File: src/hw/fbes_pkg.sv
package fbes_pkg;

    // ****************************************************************
    // software register map of the controller
    // ****************************************************************
    localparam logic [3:0] OFS_CTRL   = 4'h0;
    localparam logic [3:0] OFS_ADDR   = 4'h4;
    localparam logic [3:0] OFS_STATUS = 4'h8;

    localparam int CTRL_ERASE_BIT = 0;
    localparam int CTRL_CLEAR_BIT = 1;
    localparam int CTRL_ARRAY_BIT = 2;

    localparam int ST_BUSY_BIT    = 0;
    localparam int ST_REFUSED_BIT = 1;
    localparam int ST_HOLD_BIT    = 2;
    localparam int ST_BYTE_LSB    = 8;
    localparam int ST_SUPPLY_BIT  = 16;
    localparam int ST_SEQERR_BIT  = 17;
    localparam int ST_EFAIL_BIT   = 18;
    localparam int ST_LOCKED_BIT  = 19;
    localparam int ST_BLOCK_LSB   = 24;

    localparam logic [19:0] RST_ADDR = 20'h00000;
    localparam logic [7:0]  RST_STAT = 8'h00;

    // ****************************************************************
    // device command codes and status byte fields
    // ****************************************************************
    localparam logic [7:0] CMD_ERASE_SETUP   = 8'h20;
    localparam logic [7:0] CMD_ERASE_CONFIRM = 8'hd0;
    localparam logic [7:0] CMD_READ_ARRAY    = 8'hff;
    localparam logic [7:0] CMD_CLEAR_STATUS  = 8'h50;

    localparam int ENGINE_READY_FLAG  = 7;
    localparam int ERASE_FAIL_FLAG    = 5;
    localparam int PROGRAM_FAIL_FLAG  = 4;
    localparam int SUPPLY_LOW_FLAG    = 3;
    localparam int LOCKED_BLOCK_FLAG  = 1;

    // ****************************************************************
    // byte-wide bottom-boot block layout
    // ****************************************************************
    localparam int PARAM_BLOCKS    = 8;
    localparam int PARAM_BLOCK_LSB = 13;
    localparam int MAIN_BLOCK_LSB  = 16;

    // ****************************************************************
    // bus timing
    // ****************************************************************
    localparam int CLK_NS     = 25;
    localparam int T_WP_NS    = 50;
    localparam int T_WPH_NS   = 30;
    localparam int T_ACC_NS   = 100;
    localparam int T_OEH_NS   = 30;
    localparam int SYNC_CYC   = 3;
    localparam int WP_CYC     = (T_WP_NS + CLK_NS - 1) / CLK_NS;
    localparam int WPH_CYC    = (T_WPH_NS + CLK_NS - 1) / CLK_NS;
    localparam int ACC_CYC    = (T_ACC_NS + CLK_NS - 1) / CLK_NS + SYNC_CYC;
    localparam int OEH_CYC    = (T_OEH_NS + CLK_NS - 1) / CLK_NS;

endpackage

File: src/hw/fbes_host.sv
// Functional notes
// - an erase begins with a write of the setup code to an address inside the target block.
// - the confirm code follows at an address in the same block and starts the erase there.
// - status bit 7 high means the write engine is ready; polling goes on while it is low.
// - the status byte only refreshes on a chip-select or output-enable toggle between reads.
// - after bit 1 or bit 3 is set no further erase is allowed until they are cleared.
// - after an error the flags are cleared before any retry or recovery; here only bits 1 and 3 block a new erase, bits 4 and 5 do not.
// - the full error check may follow each erase or a whole series of them.
// - after the last erase the read-array code returns the device to array reads.
//
// The register offsets and the address-and-strobe port are this design's own decisions.
module fbes_host #(
    parameter int ADDR_W = 20
) (
    input  wire logic              clk_sys_in,
    input  wire logic              reset_n_in,
    input  wire logic [3:0]        reg_addr_in,
    input  wire logic [31:0]       reg_wdata_in,
    input  wire logic              reg_wr_in,
    input  wire logic              reg_rd_in,
    output logic      [31:0]       reg_rdata_out,
    output logic                   busy_out,
    output logic      [ADDR_W-1:0] flash_addr_out,
    input  wire logic [7:0]        flash_dq_in,
    output logic      [7:0]        flash_dq_out,
    output logic                   flash_dq_oe_n_out,
    output logic                   flash_ce_n_out,
    output logic                   flash_oe_n_out,
    output logic                   flash_we_n_out
);

    // ****************************************************************
    // types and helpers
    // ****************************************************************
    typedef enum logic [4:0] {
        S_IDLE   = 5'b00001,
        S_WR     = 5'b00010,
        S_WR_REC = 5'b00100,
        S_RD     = 5'b01000,
        S_RD_REC = 5'b10000
    } fbes_state_t;

    typedef enum logic [1:0] {
        STEP_SETUP   = 2'h0,
        STEP_CONFIRM = 2'h1,
        STEP_CMD     = 2'h2
    } fbes_step_t;

    // block number: eight parameter blocks, then one per 64 KB
    function automatic logic [7:0] fbes_block(input logic [ADDR_W-1:0] a);
        logic [7:0] main_idx;
        main_idx = 8'(a >> fbes_pkg::MAIN_BLOCK_LSB);
        if (main_idx == 8'h00)
            fbes_block = 8'(a >> fbes_pkg::PARAM_BLOCK_LSB);
        else
            fbes_block = main_idx + 8'(fbes_pkg::PARAM_BLOCKS - 1);
    endfunction

    // ****************************************************************
    // state
    // ****************************************************************
    fbes_state_t       state_r;
    fbes_step_t        step_r;
    logic [3:0]        cnt_r;
    logic [ADDR_W-1:0] addr_cfg_r;
    logic [7:0]        block_r;
    logic [7:0]        stat_r;
    logic              supply_r;
    logic              seqerr_r;
    logic              efail_r;
    logic              locked_r;
    logic              hold_r;
    logic              refused_r;
    logic              clr_pend_r;
    logic [31:0]       rdata_r;
    logic [ADDR_W-1:0] faddr_r;
    logic [7:0]        fdq_r;
    logic              fdq_oe_n_r;
    logic              fce_n_r;
    logic              foe_n_r;
    logic              fwe_n_r;

    logic [7:0]        dq_sync;
    logic              dq_stable;

    fbes_sync3 #(
        .W (8)
    ) u_dq_sync (
        .clk_sys_in (clk_sys_in),
        .reset_n_in (reset_n_in),
        .d_in       (flash_dq_in),
        .q_out      (dq_sync),
        .stable_out (dq_stable)
    );

    // ****************************************************************
    // register decode
    // ****************************************************************
    wire idle      = (state_r == S_IDLE);
    wire wr_ctrl   = reg_wr_in && (reg_addr_in == fbes_pkg::OFS_CTRL);
    wire wr_addr   = reg_wr_in && (reg_addr_in == fbes_pkg::OFS_ADDR);
    wire go_erase  = wr_ctrl && reg_wdata_in[fbes_pkg::CTRL_ERASE_BIT];
    wire go_clear  = wr_ctrl && reg_wdata_in[fbes_pkg::CTRL_CLEAR_BIT];
    wire go_array  = wr_ctrl && reg_wdata_in[fbes_pkg::CTRL_ARRAY_BIT];
    wire start_ers = idle && go_erase && !hold_r;
    wire refuse    = idle && go_erase && hold_r;
    wire start_cmd = idle && !go_erase && (go_clear || go_array);
    wire cnt_done  = (cnt_r == 4'h0);

    // status byte classification
    wire st_seq   = stat_r[fbes_pkg::ERASE_FAIL_FLAG]
                  && stat_r[fbes_pkg::PROGRAM_FAIL_FLAG];
    wire st_efail = stat_r[fbes_pkg::ERASE_FAIL_FLAG] && !st_seq;
    wire st_sup   = stat_r[fbes_pkg::SUPPLY_LOW_FLAG];
    wire st_lock  = stat_r[fbes_pkg::LOCKED_BLOCK_FLAG];

    wire [31:0] status_word =
        (32'(state_r != S_IDLE) << fbes_pkg::ST_BUSY_BIT)
      | (32'(refused_r)         << fbes_pkg::ST_REFUSED_BIT)
      | (32'(hold_r)            << fbes_pkg::ST_HOLD_BIT)
      | (32'(stat_r)            << fbes_pkg::ST_BYTE_LSB)
      | (32'(supply_r)          << fbes_pkg::ST_SUPPLY_BIT)
      | (32'(seqerr_r)          << fbes_pkg::ST_SEQERR_BIT)
      | (32'(efail_r)           << fbes_pkg::ST_EFAIL_BIT)
      | (32'(locked_r)          << fbes_pkg::ST_LOCKED_BIT)
      | (32'(block_r)           << fbes_pkg::ST_BLOCK_LSB);

    wire [31:0] rd_mux =
        (reg_addr_in == fbes_pkg::OFS_ADDR)   ? 32'(addr_cfg_r) :
        (reg_addr_in == fbes_pkg::OFS_STATUS) ? status_word     :
                                                32'h00000000;

    // ****************************************************************
    // software side registers
    // ****************************************************************
    always_ff @(posedge clk_sys_in) begin
        if (!reset_n_in) begin
            addr_cfg_r <= ADDR_W'(fbes_pkg::RST_ADDR);
            rdata_r    <= 32'h00000000;
        end else begin
            if (wr_addr)
                addr_cfg_r <= reg_wdata_in[ADDR_W-1:0];
            rdata_r <= reg_rd_in ? rd_mux : 32'h00000000;
        end
    end

    // ****************************************************************
    // accumulated error flags
    // ****************************************************************
    wire poll_end = (state_r == S_RD_REC) && cnt_done
                  && stat_r[fbes_pkg::ENGINE_READY_FLAG];
    wire clr_done = (state_r == S_WR_REC) && cnt_done
                  && (step_r == STEP_CMD) && clr_pend_r;

    always_ff @(posedge clk_sys_in) begin
        if (!reset_n_in) begin
            supply_r  <= 1'b0;
            seqerr_r  <= 1'b0;
            efail_r   <= 1'b0;
            locked_r  <= 1'b0;
            hold_r    <= 1'b0;
            refused_r <= 1'b0;
        end else if (clr_done) begin
            // flags cleared together with the device's own sticky bits
            supply_r  <= 1'b0;
            seqerr_r  <= 1'b0;
            efail_r   <= 1'b0;
            locked_r  <= 1'b0;
            hold_r    <= 1'b0;
            refused_r <= 1'b0;
        end else begin
            if (refuse)
                refused_r <= 1'b1;
            if (poll_end) begin
                // flags accumulate over a series of erases
                supply_r <= supply_r | st_sup;
                seqerr_r <= seqerr_r | st_seq;
                efail_r  <= efail_r | st_efail;
                locked_r <= locked_r | st_lock;
                hold_r   <= hold_r | st_sup | st_lock;
            end
        end
    end

    // ****************************************************************
    // flash bus sequencer
    // ****************************************************************
    always_ff @(posedge clk_sys_in) begin
        if (!reset_n_in) begin
            state_r    <= S_IDLE;
            step_r     <= STEP_SETUP;
            cnt_r      <= 4'h0;
            block_r    <= 8'h00;
            stat_r     <= fbes_pkg::RST_STAT;
            clr_pend_r <= 1'b0;
            faddr_r    <= '0;
            fdq_r      <= 8'h00;
            fdq_oe_n_r <= 1'b1;
            fce_n_r    <= 1'b1;
            foe_n_r    <= 1'b1;
            fwe_n_r    <= 1'b1;
        end else begin
            case (state_r)
                S_IDLE: begin
                    if (start_ers) begin
                        faddr_r    <= addr_cfg_r;
                        block_r    <= fbes_block(addr_cfg_r);
                        fdq_r      <= fbes_pkg::CMD_ERASE_SETUP;
                        step_r     <= STEP_SETUP;
                        fdq_oe_n_r <= 1'b0;
                        fce_n_r    <= 1'b0;
                        fwe_n_r    <= 1'b0;
                        cnt_r      <= 4'(fbes_pkg::WP_CYC - 1);
                        state_r    <= S_WR;
                    end else if (start_cmd) begin
                        // clear wins when both are asked; read-array is then not issued
                        clr_pend_r <= go_clear;
                        fdq_r      <= go_clear ? fbes_pkg::CMD_CLEAR_STATUS
                                               : fbes_pkg::CMD_READ_ARRAY;
                        step_r     <= STEP_CMD;
                        fdq_oe_n_r <= 1'b0;
                        fce_n_r    <= 1'b0;
                        fwe_n_r    <= 1'b0;
                        cnt_r      <= 4'(fbes_pkg::WP_CYC - 1);
                        state_r    <= S_WR;
                    end
                end
                S_WR: begin
                    if (cnt_done) begin
                        fwe_n_r <= 1'b1;
                        fce_n_r <= 1'b1;
                        cnt_r   <= 4'(fbes_pkg::WPH_CYC - 1);
                        state_r <= S_WR_REC;
                    end else begin
                        cnt_r <= cnt_r - 4'h1;
                    end
                end
                S_WR_REC: begin
                    if (!cnt_done) begin
                        cnt_r <= cnt_r - 4'h1;
                    end else if (step_r == STEP_SETUP) begin
                        // same address keeps the confirm in the same block
                        fdq_r   <= fbes_pkg::CMD_ERASE_CONFIRM;
                        step_r  <= STEP_CONFIRM;
                        fce_n_r <= 1'b0;
                        fwe_n_r <= 1'b0;
                        cnt_r   <= 4'(fbes_pkg::WP_CYC - 1);
                        state_r <= S_WR;
                    end else if (step_r == STEP_CONFIRM) begin
                        // any read now yields the status byte
                        fdq_oe_n_r <= 1'b1;
                        fce_n_r    <= 1'b0;
                        foe_n_r    <= 1'b0;
                        cnt_r      <= 4'(fbes_pkg::ACC_CYC - 1);
                        state_r    <= S_RD;
                    end else begin
                        fdq_oe_n_r <= 1'b1;
                        clr_pend_r <= 1'b0;
                        state_r    <= S_IDLE;
                    end
                end
                S_RD: begin
                    if (!cnt_done) begin
                        cnt_r <= cnt_r - 4'h1;
                    end else if (dq_stable) begin
                        stat_r  <= dq_sync;
                        // strobes rise so the next read sees fresh status
                        fce_n_r <= 1'b1;
                        foe_n_r <= 1'b1;
                        cnt_r   <= 4'(fbes_pkg::OEH_CYC - 1);
                        state_r <= S_RD_REC;
                    end
                end
                S_RD_REC: begin
                    if (!cnt_done) begin
                        cnt_r <= cnt_r - 4'h1;
                    end else if (stat_r[fbes_pkg::ENGINE_READY_FLAG]) begin
                        state_r <= S_IDLE;
                    end else begin
                        fce_n_r <= 1'b0;
                        foe_n_r <= 1'b0;
                        cnt_r   <= 4'(fbes_pkg::ACC_CYC - 1);
                        state_r <= S_RD;
                    end
                end
                default: begin
                    state_r <= S_IDLE;
                end
            endcase
        end
    end

    // ****************************************************************
    // outputs
    // ****************************************************************
    logic busy_r;

    always_ff @(posedge clk_sys_in) begin
        if (!reset_n_in)
            busy_r <= 1'b0;
        else
            busy_r <= !idle || start_ers || start_cmd;
    end

    assign reg_rdata_out     = rdata_r;
    assign busy_out          = busy_r;
    assign flash_addr_out    = faddr_r;
    assign flash_dq_out      = fdq_r;
    assign flash_dq_oe_n_out = fdq_oe_n_r;
    assign flash_ce_n_out    = fce_n_r;
    assign flash_oe_n_out    = foe_n_r;
    assign flash_we_n_out    = fwe_n_r;

endmodule // fbes_host

File: src/hw/fbes_sync3.sv
module fbes_sync3 #(
    parameter int W = 8
) (
    input  wire logic         clk_sys_in,
    input  wire logic         reset_n_in,
    input  wire logic [W-1:0] d_in,
    output logic      [W-1:0] q_out,
    output logic              stable_out
);

    logic [W-1:0] s1_r;
    logic [W-1:0] s2_r;
    logic [W-1:0] s3_r;

    always_ff @(posedge clk_sys_in) begin
        if (!reset_n_in) begin
            s1_r <= '0;
            s2_r <= '0;
            s3_r <= '0;
        end else begin
            s1_r <= d_in;
            s2_r <= s1_r;
            s3_r <= s2_r;
        end
    end

    assign q_out      = s3_r;
    assign stable_out = (s2_r == s3_r);

endmodule // fbes_sync3

File: config.mk
export PLATFORM = sky130hd
export DESIGN_NAME = fbes_host
export DESIGN_NICKNAME = d
export VERILOG_FILES = /design/src/hw/fbes_pkg.sv /design/src/hw/fbes_host.sv /design/src/hw/fbes_sync3.sv
export SDC_FILE = /design/constraint.sdc
export NUM_CORES = 1
export LEC_CHECK = 0
export BUFFER_PORTS_ARGS = -buffer_cell sky130_fd_sc_hd__buf_2
export CAP_MARGIN = 20
export CELL_PAD_IN_SITES_DETAIL_PLACEMENT = 1
export CELL_PAD_IN_SITES_GLOBAL_PLACEMENT = 2
export CORE_MARGIN = 4
export CORE_UTILIZATION = 29
export DETAILED_ROUTE_END_ITERATION = 10
export GPL_TIMING_DRIVEN = 0
export PLACE_DENSITY_LB_ADDON = 0.1
export SLEW_MARGIN = 20
export SYNTH_ARGS = -nofsm -noshare
export SYNTH_HDL_FRONTEND = slang
export SYNTH_SLANG_ARGS = --single-unit
File: constraint.sdc
create_clock -name clk_sys_in -period 2.3 [get_ports clk_sys_in]
set_clock_uncertainty 0.2 [all_clocks]
set_input_delay 0.115 -clock clk_sys_in [delete_from_list [all_inputs] [get_ports clk_sys_in]]
set_output_delay 0.115 -clock clk_sys_in [all_outputs]
set_load 0.02 [all_outputs]
==> results of run 1 <==
critical path: cells and delay by family (launching register included):
| family | cells | cell delay [ns] |
|---|---|---|
| AO/OA/AOI/OAI | 2 | 0.42 |
| buffers and inverters | 2 | 0.30 |
| flip-flops | 1 | 0.29 |
| AND/OR/NAND/NOR | 4 | 0.87 |
metal layers:
layer | vias to the layer above | track usage | wire, um | part of all wire
met5 | - | 0 | 13 | 0.00086
met4 | 2 | 0.05510 | 242 | 0.016
met3 | 22 | 0.03808 | 678 | 0.045
met2 | 109 | 0.2422 | 6690 | 0.44
met1 | 2026 | 0.2159 | 7492 | 0.50
li1 | 2158 | - | - | -
final cells by class:
class | count | share of cell area
clock inverters | 8 | 0.01451
clock buffers | 23 | 0.07163
plain buffers | 36 | 0.02865
flip-flops and latches | 133 | 0.3912
repair buffers | 136 | 0.1278
inverters | 11 | 0.006061
multi-input cells | 366 | 0.3197
well taps | 220 | 0.04040
per-stage QoR:
stage | TNS [ns] | std cells
floorplan | 0 | 546
global placement | -5.475 | 861
detailed placement | -6.867 | 861
CTS | 0 | 927
global route | -0.02412 | 933
finish | 0 | 933
flip-flops by register name (all words and copies together), names as in the netlist:
signal and cells:
reg_rdata_out 27, addr_cfg_r 20, flash_addr_out 20, stat_r 8, u_dq_sync.q_out 8, u_dq_sync.s1_r 8, u_dq_sync.s2_r 8, block_r 7
state_r 5, cnt_r 4, flash_dq_out 4, step_r 2, busy_out 1, clr_pend_r 1, efail_r 1, flash_ce_n_out 1
flash_dq_oe_n_out 1, flash_oe_n_out 1, flash_we_n_out 1, hold_r 1, locked_r 1, refused_r 1, seqerr_r 1, supply_r 1
power by group through the flow:
| stage | logic, mW | clock network [mW] | registers, mW |
|---|---|---|---|
| after floorplan | 0.821 | 0 | 2.59 |
| final | 1.39 | 2.68 | 2.50 |
| after global placement | 1.20 | 0 | 2.54 |
| after global routing | 1.53 | 2.84 | 2.52 |
| after CTS | 1.28 | 2.75 | 2.50 |
| after detailed placement | 1.21 | 0 | 2.55 |
logic make-up after synthesis:
family                   count (synthesis)  share of synthesized area
multiplexers                            11                    0.02204
flip-flops                             133                     0.5331
XOR/XNOR                                10                    0.01754
other                                    1                  0.0007508
buffers and inverters                   47                    0.04684
AO/OA/AOI/OAI                          113                     0.1465
AND/OR/NAND/NOR                        224                     0.2257
adder cells (fa/ha/maj)                  3                   0.007516
cell usage after synthesis, types with 3 or more instances:
| master | instances |
|---|---|
| a211oi_1 | 4 |
| a21oi_1 | 59 |
| a22o_1 | 16 |
| a311oi_1 | 3 |
| a31oi_1 | 5 |
| and2_1 | 37 |
| and3_1 | 5 |
| buf_4 | 11 |
| clkbuf_1 | 22 |
| dfxtp_1 | 133 |
| ha_1 | 3 |
| inv_1 | 11 |
| mux2i_1 | 11 |
| nand2_1 | 99 |
| nand2b_1 | 8 |
| nand3_1 | 8 |
| nand3b_1 | 3 |
| nand4_1 | 4 |
| nor2_1 | 37 |
| nor3_1 | 6 |
| o211ai_1 | 4 |
| o21ai_0 | 8 |
| xor2_1 | 9 |
what timing repair did:
action / in CTS / in global routing
buffers inserted: 5 / 6
pin swaps: 2 / 5
hold endpoints to repair: 35 / 0
resized for setup: 6 / 12
endpoints found under the setup margin: 43 / 42
hold buffers: 30 / 0
worst max-delay path by stage:
stage	slack [ns]	cells past startpoint	start	endpoint
2_1_floorplan	0.15	7	cnt_r[0]	flash_ce_n_out
3_3_place_gp	-0.31	7	cnt_r[0]	flash_ce_n_out
3_5_place_dp	-0.37	7	cnt_r[0]	flash_ce_n_out
4_1_cts	0.03	7	state_r[2]	flash_ce_n_out
5_1_grt	-0.02	7	state_r[1]	flash_ce_n_out
6_report	0.11	8	state_r[1]	flash_ce_n_out
==> results.toml, run 1 <==
[layout]
design_area_sq_um = 6813
seq_area_sq_um = 2665
layout_commonest_cell = "dfxtp_1"
multiInputGateArea_sq_um = 2178
most-common-layout-cells = "dfxtp_1 (131), buf_2 (98), nand2_1 (98), a21oi_1 (59), and2_1 (37)"
fin_nets = 752
fill_cells = 1957
drive_above_1_share = 0.2482
final_util = 0.4065
antenna_cells = 0
syn2layout_area_growth_pct = 36.40

[power_and_ir_drop]
p_int_mw = 4.709
p_total_mw = 6.566
power_frac_comb = 0.212
seqPwrFrac = 0.380
clockPowerShare = 0.408
switching_power_mw = 1.857
ir_drop_mv = 0.4877
power-per-cell-area_nw_per_um2 = 963.8
cellLeakagePower_nw = 2.807
switching_share = 0.2828

[grt]
track_usage = 0.1573
grt_pass1_wl_um = 24030
grt_pass1_vias = 4497
grt_max_degree = 17
grt-ovfl-total = 0
antenna_found_initial = 1

[place]
port_buffers = 95
routabilityCongestion = 0.7787
place_ws_ns = -0.3743
hpwl_um = 10890
dpl_cell_area_sq_um = 5761

[setup_path]
crit_path_end_kind = "flip-flop"
cpPeakStageDelay_ns = 0.31
cp_data_arrival_time_ns = 2.29
path_class = "flip-flop to flip-flop"
crit_required_ns = 2.40
crit-reg2reg-launch = "state_r[1]"
reg2reg_slack_ns = 0.11
cp_cell_sequence = "buf_2 -> nor2_4 -> nand3_2 -> nor2_1 -> a221oi_4 -> and2_1 -> buf_6 -> a311o_1"
startpoint_type = "flip-flop"
r2r_cells = 8
crit_path_max_fanout = 7
crit_slowest_cell = "a311o_1"
worst_r2r_endpoint = "flash_ce_n_out"

[sta]
fin_crit_ns = 2.191
slew_viol_final = 0
worst-slew-pin-transition_ns = 0.7153
slew_headroom = 0.5231
hold_ws_ns = 0.04695
period_share = 0.9528
finalSetupViolCount = 0
hold_violations = 0
max_freq_mhz = 456.3
setup_ws_ns = 0.1086

[yosys]
synthTopCellsByArea = "dfxtp_1 (53%), nand2_1 (7.4%), a21oi_1 (5.9%)"
syn_area_sq_um = 4995
synth-seq-cells = 133
synth.yosys.seq_area_share = 0.5331
yosys_most_used_dff = "dfxtp_1"
synth_top_cell_area_share = 0.5331
syn_inst = 542
synth_edf_count = 0
yosysUniqueCellTypes = 56
yosysTopAreaCell = "dfxtp_1"
async_flop_share = 0
synth_warnings = 0
synth.avg_cell_area_sq_um = 9.215

[drt]
via_per_inst = 4.627
final_antenna_net_count = 0
drt_pass1_iterations = 4
dr_total_vias = 4317
drc = 0
drt-total-wl_um = 15120
wl_per_cell_um = 16.20
drt-initial-drc-count = 124

[floorplanning]
die-height_um = 139.2
initial_utilization = 0.2980
rows = 47
die_w_um = 139.2
ios = 113
core_sq_um = 16760
dieArea_sq_um = 19390

[clock_tree]
htree_levels = 4
cts-root-buf = "clkbuf_16"
clkTransAtPathRegs_ns = 0.06
clockBufferDepth = 2
clkLatencyLatePin_ns = 0.41
numCtsBuffers = 17
clock-sinks = 133
cts_tree = "built"

[hold_path]
hold_depth = 3
hold_path.class = "primary input to flip-flop"
min_to = "reg_rdata_out[2]"
hp-start = "reg_addr_in[1]"

[run]
maxCapViolCount = 0

[run_status]
status = "finished clean"
Power figures use the tool's default switching activity.
==> inputs of run 2 (changes only) <==
--- a/config.mk
+++ b/config.mk
@@ -14,7 +14,9 @@
 export DETAILED_ROUTE_END_ITERATION = 10
 export GPL_TIMING_DRIVEN = 0
 export PLACE_DENSITY_LB_ADDON = 0.1
+export SKIP_LAST_GASP = 1
 export SLEW_MARGIN = 20
 export SYNTH_ARGS = -nofsm -noshare
 export SYNTH_HDL_FRONTEND = slang
+export SYNTH_HIERARCHICAL = 1
 export SYNTH_SLANG_ARGS = --single-unit
==> run 2 against run 1 <==
- clock power increased by 3%
- hold slack got worse by 0.00076 ns
- clock-buffer cell count shrank 1
- critical path type unchanged
==> results.toml, run 2 <==
[clock_tree]
clockBufferDepth = 2
cts_tree = "built"
cts-root-buf = "clkbuf_16"
clkLatencyLatePin_ns = 0.41
clkTransAtPathRegs_ns = 0.06
clock-sinks = 133
htree_levels = 4
numCtsBuffers = 17

[hold_path]
hp-start = "reset_n_in"
hold_path.class = "primary input to flip-flop"
min_to = "state_r[2]"
hold_depth = 4

[sta]
max_freq_mhz = 453.8
slew_viol_final = 0
setup_ws_ns = 0.09654
finalSetupViolCount = 0
worst-slew-pin-transition_ns = 0.6653
fin_crit_ns = 2.203
slew_headroom = 0.5564
setup_tns_ns = 0
rsz0062_at_grt = "true"
period_share = 0.9580
hold_violations = 0

[grt]
grt_pass1_wl_um = 24690
antenna_found_initial = 1
track_usage = 0.1599
grt-ovfl-total = 0
grt_pass1_vias = 4576
grt_max_degree = 17

[setup_path]
crit_path_max_fanout = 10
cp_data_arrival_time_ns = 2.27
worst_r2r_endpoint = "flash_addr_out[10]"
crit_path_end_kind = "flip-flop"
startpoint_type = "flip-flop"
crit-reg2reg-launch = "state_r[1]"
r2r_cells = 7
reg2reg_slack_ns = 0.1
path_class = "flip-flop to flip-flop"
crit_required_ns = 2.37

[layout]
fin_nets = 752
largest_register_ffs = 27
layout_commonest_cell = "dfxtp_1"
final_util = 0.4017
antenna_cells = 0
fill_cells = 2013
layoutNonFillerInstCount = 938
syn2layout_area_growth_pct = 36.44
most-common-layout-cells = "dfxtp_1 (133), buf_2 (102), nand2_1 (97), a21oi_1 (56), dlygate4sd3_1 (41)"
drive_above_1_share = 0.2581

[drt]
drt-initial-drc-count = 207
wl_per_cell_um = 16.25
drc = 0
drt-total-wl_um = 15250
drt_pass1_iterations = 4
dr_total_vias = 4330
via_per_inst = 4.616
final_antenna_net_count = 0

[run_status]
status = "finished clean"

[yosys]
synth_warnings = 6
yosys_most_used_dff = "dfxtp_1"
synth.most_common_cell = "dfxtp_1"
synth.yosys.seq_area_share = 0.5247
synth.avg_cell_area_sq_um = 9.415
synthTopCellsByCount = "dfxtp_1 (133), nand2_1 (97), a21oi_1 (56)"
synth_top_cell_area_share = 0.5247
synthTopCellsByArea = "dfxtp_1 (52%), nand2_1 (7.2%), a21oi_1 (5.5%)"
yosysTopAreaCell = "dfxtp_1"
synth-seq-cells = 133
syn_area_sq_um = 5075
syn_inst = 539
async_flop_share = 0
synth_edf_count = 0
yosysUniqueCellTypes = 63

[power_and_ir_drop]
clockPowerShare = 0.514
switching_power_mw = 1.146
cellLeakagePower_nw = 2.836
p_total_mw = 5.352
power_frac_comb = 0.047
switching_share = 0.2142
p_int_mw = 4.205
seqPwrFrac = 0.439
ir_drop_mv = 0.5439
power-per-cell-area_nw_per_um2 = 772.9

[floorplanning]
initial_utilization = 0.2944
ios = 113
die_w_um = 140.3
die-height_um = 140.3
core_sq_um = 17240
dieArea_sq_um = 19680
rows = 48

[place]
place_ws_ns = -0.07866
port_buffers = 95
dp.cells = 863
hpwl_um = 11130
routabilityCongestion = 0.8009

[run]
maxCapViolCount = 0
## run 2: changes by cell type after synthesis, sizes merged, moves of 4 or more
cell,previous run,this run
buf,14,22
xnor2,1,9
xor2,9,1
nor2,39,32
a21oi,62,56
clkbuf,22,17
nor4b,1,5
## run 2: through the flow
| stage | cell area, sq um | hold WS, ns |
|---|---|---|
| 2_1_floorplan | 5090 | 0.03671 |
| 3_3_place_gp | 5847 | 0.1189 |
| 3_5_place_dp | 5847 | 0.1256 |
| 4_1_cts | 6852 | 0.02273 |
| 5_1_grt | 6924 | 0.08122 |
| 6_report | 6924 | 0.04619 |
## run 2: final cells by class
| type | instances | area [sq um] | share of cell area |
|---|---|---|---|
| Buffer | 39 | 230.2 | 0.03325 |
| Clock inverter | 9 | 127.6 | 0.01843 |
| Clock buffer | 22 | 464.2 | 0.06704 |
| Timing Repair Buffer | 139 | 920.9 | 0.1330 |
| Multi-Input combinational cell | 361 | 2200 | 0.3177 |
| Sequential cell | 133 | 2663 | 0.3845 |
| Tap cell | 225 | 281.5 | 0.04066 |
| Inverter | 10 | 37.54 | 0.005421 |
## run 2: logic make-up after synthesis
logic type,count (synthesis),synth area share
simple gates,222,0.2295
flops,133,0.5247
compound gates,112,0.1504
buf+inv,49,0.05227
xor+xnor,10,0.01726
mux,9,0.01775
fa+ha+maj,3,0.007397
other cells,1,0.0007389
## run 2: metal layers
layer  GRT usage  share of wire  vias to the layer above
li1            -              -                     2158
met1      0.2115           0.47                     2043
met2      0.2558           0.46                      112
met3     0.04336          0.051                       17
met4     0.04844          0.013                        0
met5           0              0                        -
## run 2: worst max-delay path, stage by stage, from the launching register on
cell and delay, ns:
dfxtp_1 0.31, buf_6 0.14, nor2_2 0.30, nand4_2 0.21, or3_1 0.41, clkbuf_1 0.28
nand2_1 0.14, a21oi_1 0.07
## run 2: worst max-delay path by stage
| stage | endpoint | slack [ns] | from |
|---|---|---|---|
| floorplan | cnt_r[2] | 0.35 | cnt_r[0] |
| global placement | reg_rdata_out[1] | -0.09 | reset_n_in |
| detailed placement | reg_rdata_out[1] | -0.08 | reset_n_in |
| CTS | flash_dq_out[3] | 0.01 | cnt_r[0] |
| global route | flash_dq_out[3] | -0.03 | cnt_r[0] |
| finish | flash_addr_out[10] | 0.1 | state_r[1] |
## run 2: repair_timing
action / CTS / global route
pin swaps: 0 / 4
resized for setup: 1 / 7
endpoints found under the hold margin: 50 / 0
hold buffers: 41 / 0
buffers inserted: 0 / 3
setup endpoints to repair: 4 / 28
## run 2: power groups by stage
stage                     logic (mW)  clock network (mW)  registers (mW)
after floorplan                0.113                   0            2.40
after global placement         0.196                   0            2.40
after detailed placement       0.198                   0            2.40
after CTS                      0.252                2.81            2.35
after global routing           0.281                2.93            2.35
final                          0.253                2.75            2.35
